### src/hdl/osi_pkg.sv
package osi_pkg;
  localparam int CLK_FREQ_HZ = 100_000_000;
  localparam int BLINK_HALF_MS = 500;
  localparam int BLINK_HALF_CYCLES = (CLK_FREQ_HZ / 1000) * BLINK_HALF_MS;
  localparam int TIME_TICK_S = 1;
  localparam int TIME_TICK_CYCLES = CLK_FREQ_HZ * TIME_TICK_S;
  localparam int TEMP_MARGIN_C = 5;
  localparam int DIV_W = 27;
  localparam int TIME_W = 32;
  localparam logic [1:0] LED_OFF = 2'h0;
  localparam logic [1:0] LED_GREEN = 2'h1;
  localparam logic [1:0] LED_ORANGE = 2'h2;
  localparam logic [1:0] LED_RED = 2'h3;
  localparam logic [1:0] TEMP_IN_RANGE = 2'h0;
  localparam logic [1:0] TEMP_NEAR = 2'h1;
  localparam logic [1:0] TEMP_BEYOND = 2'h2;
  localparam logic CARRIER_LOW = 1'h0;
  localparam logic CARRIER_HIGH = 1'h1;
  localparam logic CARRIER_RST = CARRIER_HIGH;
  localparam logic [TIME_W-1:0] TIME_RST = 32'h0;
  localparam logic [DIV_W-1:0] DIV_RST = 27'h0;
  typedef enum logic [1:0] {OSI_SUP_INIT, OSI_SUP_READY, OSI_SUP_WARN, OSI_SUP_ERROR} osi_supply_t;
endpackage

### src/hdl/osi_blink.sv
`timescale 1ns/1ps
module osi_blink #(
  parameter int HALF_CYCLES = osi_pkg::BLINK_HALF_CYCLES
) (
  input wire logic clock,
  input wire logic rst_n,
  output logic blink_on
);
  import osi_pkg::*;
  logic [DIV_W-1:0] div_q;
  logic [DIV_W-1:0] div_d;
  logic phase_q;
  logic phase_d;
  localparam logic [DIV_W-1:0] DIV_LAST = DIV_W'(HALF_CYCLES - 1);

  always_comb begin
    div_d = div_q + DIV_W'(1);
    phase_d = phase_q;
    if (div_q >= DIV_LAST) begin
      div_d = DIV_RST;
      phase_d = ~phase_q;
    end
  end

  always_ff @(posedge clock) begin
    if (!rst_n) begin
      div_q <= DIV_RST;
      phase_q <= 1'b0;
    end else begin
      div_q <= div_d;
      phase_q <= phase_d;
    end
  end

  assign blink_on = phase_q;
endmodule

### src/hdl/osi_indicator.sv
`timescale 1ns/1ps
module osi_indicator #(
  parameter int BLINK_HALF = osi_pkg::BLINK_HALF_CYCLES,
  parameter int TICK_CYCLES = osi_pkg::TIME_TICK_CYCLES
) (
  input wire logic clock,
  input wire logic rst_n,
  input wire logic init_done,
  input wire logic path_ready,
  input wire logic device_error,
  input wire logic rx_level_low,
  input wire logic link_interrupted,
  input wire logic laser_defective,
  input wire logic [1:0] temp_class,
  input wire logic laser_eol,
  input wire logic laser_overcurrent,
  input wire logic laser_trip_clear,
  input wire logic carrier_write,
  input wire logic carrier_value,
  input wire logic overtemp_time_clear,
  output logic [1:0] supply_state_led,
  output logic [1:0] temperature_state_led,
  output logic [1:0] laser_health_led,
  output logic [1:0] carrier_select_led,
  output logic tx_enable,
  output logic rx_enable,
  output logic carrier_high,
  output logic [osi_pkg::TIME_W-1:0] overtemp_seconds
);
  import osi_pkg::*;

  logic blink_on;
  logic warn_now;
  logic ready_now;
  logic overtemp_now;
  logic [TIME_W-1:0] meter_seconds;

  osi_supply_t mode_q;
  osi_supply_t mode_d;
  logic [1:0] sup_led_q;
  logic [1:0] sup_led_d;
  logic [1:0] tmp_led_q;
  logic [1:0] tmp_led_d;
  logic [1:0] las_led_q;
  logic [1:0] las_led_d;
  logic [1:0] car_led_q;
  logic [1:0] car_led_d;
  logic trip_q;
  logic trip_d;
  logic carrier_q;
  logic carrier_d;
  logic tx_q;
  logic tx_d;
  logic rx_q;
  logic rx_d;
  logic [TIME_W-1:0] time_q;
  logic [TIME_W-1:0] time_d;

  osi_blink #(
    .HALF_CYCLES(BLINK_HALF)
  ) u_blink (
    .clock(clock),
    .rst_n(rst_n),
    .blink_on(blink_on)
  );

  osi_time_meter #(
    .TICK_CYCLES(TICK_CYCLES)
  ) u_meter (
    .clock(clock),
    .rst_n(rst_n),
    .active(overtemp_now),
    .clear(overtemp_time_clear),
    .seconds(meter_seconds)
  );

  function automatic logic [1:0] blink_colour(input logic on, input logic [1:0] colour);
    blink_colour = on ? colour : LED_OFF;
  endfunction

  assign warn_now = rx_level_low | link_interrupted | laser_defective;
  assign ready_now = init_done & path_ready;
  assign overtemp_now = (temp_class == TEMP_BEYOND);

  // Supply indicator state and colour
  always_comb begin
    if (device_error) begin
      mode_d = OSI_SUP_ERROR;
    end else if (warn_now) begin
      mode_d = OSI_SUP_WARN;
    end else if (!ready_now) begin
      mode_d = OSI_SUP_INIT;
    end else begin
      mode_d = OSI_SUP_READY;
    end
    case (mode_d)
      OSI_SUP_ERROR: begin
        sup_led_d = LED_RED;
      end
      OSI_SUP_WARN: begin
        sup_led_d = blink_colour(blink_on, LED_RED);
      end
      OSI_SUP_INIT: begin
        sup_led_d = blink_colour(blink_on, LED_GREEN);
      end
      OSI_SUP_READY: begin
        sup_led_d = LED_GREEN;
      end
      default: begin
        sup_led_d = LED_OFF;
      end
    endcase
  end

  always_ff @(posedge clock) begin
    if (!rst_n) begin
      mode_q <= OSI_SUP_INIT;
      sup_led_q <= LED_OFF;
    end else begin
      mode_q <= mode_d;
      sup_led_q <= sup_led_d;
    end
  end

  // Temperature indicator
  always_comb begin
    case (temp_class)
      TEMP_IN_RANGE: begin
        tmp_led_d = LED_OFF;
      end
      TEMP_NEAR: begin
        tmp_led_d = LED_ORANGE;
      end
      default: begin
        tmp_led_d = LED_RED;
      end
    endcase
  end

  always_ff @(posedge clock) begin
    if (!rst_n) begin
      tmp_led_q <= LED_OFF;
    end else begin
      tmp_led_q <= tmp_led_d;
    end
  end

  // Laser trip latch and laser health indicator; a new trip beats a clear
  always_comb begin
    trip_d = trip_q;
    if (laser_trip_clear) begin
      trip_d = 1'b0;
    end
    if (laser_overcurrent) begin
      trip_d = 1'b1;
    end
    if (trip_d) begin
      las_led_d = blink_colour(blink_on, LED_ORANGE);
    end else if (laser_eol) begin
      las_led_d = LED_ORANGE;
    end else begin
      las_led_d = LED_OFF;
    end
  end

  always_ff @(posedge clock) begin
    if (!rst_n) begin
      trip_q <= 1'b0;
      las_led_q <= LED_OFF;
    end else begin
      trip_q <= trip_d;
      las_led_q <= las_led_d;
    end
  end

  // Carrier selection, held until rewritten
  always_comb begin
    carrier_d = carrier_write ? carrier_value : carrier_q;
    car_led_d = (carrier_d == CARRIER_HIGH) ? LED_GREEN : LED_OFF;
  end

  always_ff @(posedge clock) begin
    if (!rst_n) begin
      carrier_q <= CARRIER_RST;
      car_led_q <= LED_GREEN;
    end else begin
      carrier_q <= carrier_d;
      car_led_q <= car_led_d;
    end
  end

  // Data path enables; temperature and laser wear never stop traffic
  always_comb begin
    rx_d = ready_now;
    tx_d = ready_now & ~trip_d;
    time_d = meter_seconds;
  end

  always_ff @(posedge clock) begin
    if (!rst_n) begin
      rx_q <= 1'b0;
      tx_q <= 1'b0;
      time_q <= TIME_RST;
    end else begin
      rx_q <= rx_d;
      tx_q <= tx_d;
      time_q <= time_d;
    end
  end

  assign supply_state_led = sup_led_q;
  assign temperature_state_led = tmp_led_q;
  assign laser_health_led = las_led_q;
  assign carrier_select_led = car_led_q;
  assign tx_enable = tx_q;
  assign rx_enable = rx_q;
  assign carrier_high = carrier_q;
  assign overtemp_seconds = time_q;
endmodule

### src/hdl/osi_time_meter.sv
`timescale 1ns/1ps
module osi_time_meter #(
  parameter int TICK_CYCLES = osi_pkg::TIME_TICK_CYCLES
) (
  input wire logic clock,
  input wire logic rst_n,
  input wire logic active,
  input wire logic clear,
  output logic [osi_pkg::TIME_W-1:0] seconds
);
  import osi_pkg::*;
  logic [DIV_W-1:0] div_q;
  logic [DIV_W-1:0] div_d;
  logic [TIME_W-1:0] sec_q;
  logic [TIME_W-1:0] sec_d;
  localparam logic [DIV_W-1:0] DIV_LAST = DIV_W'(TICK_CYCLES - 1);

  // Saturating count of whole seconds while active; clear loses to a tick
  always_comb begin
    div_d = div_q;
    sec_d = clear ? TIME_RST : sec_q;
    if (active) begin
      div_d = div_q + DIV_W'(1);
      if (div_q >= DIV_LAST) begin
        div_d = DIV_RST;
        if (sec_q != {TIME_W{1'b1}}) begin
          sec_d = sec_q + TIME_W'(1);
        end
      end
    end
  end

  always_ff @(posedge clock) begin
    if (!rst_n) begin
      div_q <= DIV_RST;
      sec_q <= TIME_RST;
    end else begin
      div_q <= div_d;
      sec_q <= sec_d;
    end
  end

  assign seconds = sec_q;
endmodule

### config.mk
export PLATFORM = sky130hd
export DESIGN_NAME = osi_indicator
export DESIGN_NICKNAME = d
export VERILOG_FILES = /design/src/hdl/osi_pkg.sv /design/src/hdl/osi_blink.sv /design/src/hdl/osi_indicator.sv /design/src/hdl/osi_time_meter.sv
export SDC_FILE = /design/constraint.sdc
export NUM_CORES = 1
export LEC_CHECK = 0
export BUFFER_PORTS_ARGS = -buffer_cell sky130_fd_sc_hd__buf_2
export CAP_MARGIN = 20
export CORE_MARGIN = 5
export CORE_UTILIZATION = 55
export DETAILED_ROUTE_END_ITERATION = 10
export PLACE_DENSITY = 0.76
export RECOVER_POWER = 100
export SLEW_MARGIN = 0
export SYNTH_ARGS = -nofsm -noshare
export SYNTH_HDL_FRONTEND = slang
export SYNTH_SLANG_ARGS = --single-unit
### constraint.sdc
create_clock -name clock -period 3.7 [get_ports clock]
set_clock_uncertainty 0.1 [all_clocks]
set_input_delay 0.185 -clock clock [delete_from_list [all_inputs] [get_ports clock]]
set_output_delay 0.185 -clock clock [all_outputs]
set_load 0.1 [all_outputs]
* After elaboration in Yosys (flattened, before gate mapping)
Index checks and enable logic that the tools add are counted.
Word-level totals: flip-flop bits (word level) 131, latch bits 0, bits in writable memories 0, bits in read-only memories 0, input bits 16, output and inout bits 43, logic and storage cells 53, memories kept 0
Cells by class: add/sub/neg operators 3, multipliers 0, divide/modulo/power cells 0, magnitude comparators 2, equality and inequality tests 6, shift-type cells 0, multiplexer cells 19, bitwise gates (word level) 7, reduce and logical (&&, ||, !) cells 3
Operators by type and width (number):
- $mux 32 | 4
- $add 27x1->27 const B | 2
- $add 32x1->32 const B | 1
- $ne 32x32->1 const B | 1
- $ge 27x26->1 const B | 1
- $ge 27x27->1 const B | 1
- $mux 27 | 1
- $mux 2 | 6
- $pmux 2 s4 | 1
- $eq 2x2->1 const B | 3
- $mux 1 | 6
- $eq 2x1->1 const B | 2
- $logic_not 2->1 | 2
- $pmux 2 s2 | 1
- $not 1->1 | 3
- $and 1x1->1 | 2
- $or 1x1->1 | 2
- $reduce_or 2->1 | 1

* Longest topological paths before layout
word-level depth 6, depth in mapped cells 9, depth with buffers taken out 7

* By module
A second synthesis with hierarchy kept.
Unflattened totals: cells, all modules 674, area total of the unflattened synthesis 5853.1 um^2
By module, submodules not included:
- osi_time_meter | times used 1, cells each 416, area an instance 3268.1 um^2
- osi_blink | times used 1, cells each 158, area an instance 1410.1 um^2
- osi_indicator | times used 1, cells each 100, area an instance 1174.9 um^2

* Worst setup path after synthesis
No wires, ideal clock.
path type flip-flop to flip-flop, start point register u_meter.sec_q[0], in the netlist u_meter.seconds[0], end point register u_meter.sec_q[12], in the netlist u_meter.seconds[12], setup time 0.122 ns, arrival 2.146 ns, data required time 3.478 ns, path slack 1.332 ns, cell stages (with the launch flop) 10, path buffers 2, cells stage by stage dfxtp_1 -> ha_1 -> nand3_1 -> nor2_1 -> nand4_1 -> o21ai_1 -> buf_2 -> buf_2 -> nor3_1 -> a221o_1
On the way: cells in the longest elaborated chain, start to end 4, elaborated cells on any way between the ends 5
RTL lines:
- from (decl) | line osi_time_meter.sv:14 | logic [TIME_W-1:0] sec_q;
- from (signal assigned) | line osi_time_meter.sv:36 | sec_q <= TIME_RST;
- from (signal assigned) | line osi_time_meter.sv:39 | sec_q <= sec_d;
- $add 32x1->32 / $ne 32x32->1 (equally long branches) | line osi_time_meter.sv:27, osi_time_meter.sv:26
- $mux 32 * | line osi_time_meter.sv:26 | if (sec_q != {TIME_W{1'b1}}) begin
- $mux 32 * | line osi_time_meter.sv:24 | if (div_q >= DIV_LAST) begin
- $mux 32 * | line osi_time_meter.sv:22 | if (active) begin
Mark *: on every way between the ends. The rest lies on a longest branch, timed or not. A chain may end at the register's enable or synchronous reset.

* Worst setup path after layout
start point register u_meter.div_q[17], end point register u_meter.sec_q[17], in the netlist u_meter.seconds[17]
On the way: cells in the longest elaborated chain, start to end 3
RTL lines:
- from (decl) | line osi_time_meter.sv:12 | logic [DIV_W-1:0] div_q;
- from (signal assigned) | line osi_time_meter.sv:38 | div_q <= div_d;
- $ge 27x27->1 | line osi_time_meter.sv:24
- $mux 32 | line osi_time_meter.sv:24
- $mux 32 | line osi_time_meter.sv:22
No other way between the ends.

==> impl_metrics.env <==
export IMPL_status="finished, final reports clean"
export IMPL_first_global_vias=4791
export IMPL_irDropWorstVdd_v=0.000291
export IMPL_synth_top_family_by_area="simple AND/OR/NAND/NOR gates"
export IMPL_slew_headroom_pct=20.4
export IMPL_crit_chain="or4b_1 -> nor4_1 -> a21oi_1 -> o21ai_0 -> clkbuf_1 -> a21oi_1 -> clkbuf_1 -> a221o_1"
export IMPL_final_cell_area_sq_um=6720
export IMPL_worst_pin_slew_ns=1.20
export IMPL_synthArstFlopShare_pct=0
export IMPL_worst_setup_path_start_kind="flop"
export IMPL_path_clk_slew_ns=0.06
export IMPL_fin_ws_ns=0.694
export IMPL_clock_latency_ns=0.52
export IMPL_cts_hold_buf=19
export IMPL_yosysUniqueCellTypes=51
export IMPL_worstHoldPathCells=4
export IMPL_die_area_sq_um=12200
export IMPL_worst_path_max_fanout=14
export IMPL_drtIter0Drc=383
export IMPL_antenna_found_initial=0
export IMPL_layout_drive_gt1_share_pct=7.82
export IMPL_netlist_instances=640
export IMPL_track_usage_pct=23.0
export IMPL_avgSynthCellArea_sq_um=8.65
export IMPL_leakage_nw=2.38
export IMPL_grt_pass1_wl_microns=22100
export IMPL_fp_row_count=36
export IMPL_place_gp_congestion=0.860
export IMPL_fin_cells=862
export IMPL_clockBufferDepth=2
export IMPL_ys_warn_count=0
export IMPL_overflow=0
export IMPL_ys_top_cells_by_area="dfxtp_1 (46%), nor2_1 (5.7%), and2_1 (4.3%)"
export IMPL_setup_viol=0
export IMPL_hold_violations=0
export IMPL_grt_max_degree=52
export IMPL_firstDrtPassIters=7
export IMPL_r2r_cells=8
export IMPL_synth_compound_area_share_pct=11.6
export IMPL_num_vias=4984
export IMPL_ys_seq_area_share_pct=46.3
export IMPL_worst_setup_path_type="reg2reg"
export IMPL_ant_nets=0
export IMPL_dieHeight_microns=110
export IMPL_root_buffer="clkbuf_8"
export IMPL_synthMuxAreaShare_pct=0.361
export IMPL_synth_seq_cells=128
export IMPL_dp_hpwl_microns=8430
export IMPL_cp_required_ns=4.00
export IMPL_slowest_stage="or4b_1"
export IMPL_p_total_mw=3.41
export IMPL_crit_path_max_incr_delay_ns=0.54
export IMPL_synth_area_sq_um=5540
export IMPL_detail_route_wirelength_microns=13400
export IMPL_finalCritPeriodShare_pct=81.2
export IMPL_power_density_nw_per_um2=507
export IMPL_dp_slack_ns=0.923
export IMPL_hold_class="in2reg"
export IMPL_cts_tree="done"
export IMPL_yosys_area_share_simple_pct=30.2
export IMPL_io_pins=59
export IMPL_placed_area_sq_um=5930
export IMPL_vias_per_cell=5.78
export IMPL_wire_per_inst_microns=15.5
export IMPL_diodes=0
export IMPL_yosys_area_top_type="dfxtp_1"
export IMPL_synth_adder_area_share_pct=0.678
export IMPL_synth_edff_count=0
export IMPL_die_w_microns=110
export IMPL_drv_cap=0
export IMPL_rsz0062_at_grt="false"
export IMPL_nets=735
export IMPL_end_kind="flop"
export IMPL_htree_levels=4
export IMPL_cts_post_setup_buffers_inserted=0
export IMPL_dp_cells=811
export IMPL_io_buffers=56
export IMPL_cts_buffers=17
export IMPL_timing_setup_tns_ns=0
export IMPL_ctsResizeCount=0
export IMPL_holdWs_ns=0.192
export IMPL_fmax_mhz=333
export IMPL_synthXorXnorAreaFrac_pct=7.27
export IMPL_drcViolationCount=0
export IMPL_core_sq_um=9820
export IMPL_syn_to_final_growth_pct=21.3
export IMPL_synth_top_area_share_pct=46.3
export IMPL_fin_crit_ns=3.01
export IMPL_cts_sinks=128
export IMPL_maxSlewViolCount=0
export IMPL_fin_util_pct=68.4
export IMPL_yosys_most_used_dff="dfxtp_1"
export IMPL_start_util_pct=56.4
export IMPL_worst_endpoint_arrival_ns=3.30
path summary, 6_finish.rpt:
check,start,end,slack (ns)
max,u_meter.div_q[17],u_meter.seconds[17],0.69
min,rst_n,u_blink.blink_on,0.19
max reg2reg,u_meter.div_q[17],u_meter.seconds[17],0.69
min reg2reg,u_blink.div_q[0],u_blink.div_q[0],0.35
synth_stat cells, types with 9 or more instances:
cell,instances
xor2_1,26
a21oi_1,12
inv_1,12
and2_1,38
nor2_1,84
dfxtp_1,128
xnor2_1,20
nor4_1,13
nor3_1,17
a211oi_1,13
clkbuf_1,15
o21ai_0,9
or3_1,21
nand4_1,25
buf_2,10
nand3_1,37
a221o_1,11
a21o_1,14
nand2_1,55
and3_1,11
worst max-delay path: cells and delay by family, from the launching register on:
| kind | cells | cell delay (ns) |
|---|---|---|
| AO/OA/AOI/OAI | 4 | 0.88 |
| AND/OR/NAND/NOR | 2 | 0.74 |
| flip-flops | 1 | 0.37 |
| buffers and inverters | 2 | 0.79 |
power by group:
part	switching [mW]	leakage, nW	internal [mW]
clock network	0.583	0.321	1.28
registers	0.00670	1.03	1.39
logic	0.111	1.03	0.0376
total	0.701	2.38	2.71
registers in the layout (all words and copies together) (netlist names):
signal / count
rx_enable: 1
laser_health_led: 1
tx_enable: 1
temperature_state_led: 2
u_blink.div_q: 27
u_meter.div_q: 27
carrier_high: 1
supply_state_led: 2
u_meter.seconds: 32
trip_q: 1
overtemp_seconds: 32
u_blink.blink_on: 1
placed cells by master, fill, tap and decap left out, types with 3 or more instances in the layout:
master,netlist,layout
o21ai_0,9,10
buf_2,10,14
clkbuf_16,0,16
clkbuf_1,15,47
nor2_1,84,84
nor4_1,13,13
a31oi_1,5,5
nand3_1,37,37
ha_1,3,3
o21a_1,4,4
nand4b_1,3,3
dfxtp_1,128,128
buf_4,5,7
nor4b_1,4,4
bufinv_16,0,6
xor2_1,26,26
a21oi_1,12,13
a21o_1,14,14
clkbuf_8,0,4
or3_1,21,21
a211oi_1,13,13
nand2b_1,5,5
and2_1,38,5
nand4_1,25,25
dlygate4sd3_1,0,19
nand2_1,55,55
xnor2_1,20,20
a311oi_1,4,4
nor3_1,17,17
or2_2,3,3
o22ai_1,3,3
inv_1,12,12
and3_1,11,11
a221o_1,11,11
and2_0,0,33
conb_1,1,3
logic make-up (layout without fill, tap and decap cells):
logic type,Yosys count,after routing
xor gates and xnor gates,46,46
AOI/OAI and AO/OA,89,89
buffers and inverters,43,130
DFF,128,128
other,1,3
muxes,2,2
and+or+nand+nor,328,328
adders and majority gates,3,3
routing by layer:
metal  routed length (microns)  track usage (%)
met1                      5740             28.1
met2                      6540             39.2
met3                       900             6.58
met4                       181             7.21
met5                         0                0
cell type report:
type	count	area (sq um)
Fill cell	807	3100
Multi-Input combinational cell	471	2790
Sequential cell	128	2560
Timing Repair Buffer	86	487
Clock buffer	22	463
Clock inverter	10	205
Tap cell	133	166
Inverter	12	45.0
(Power assumes the default switching activity.)
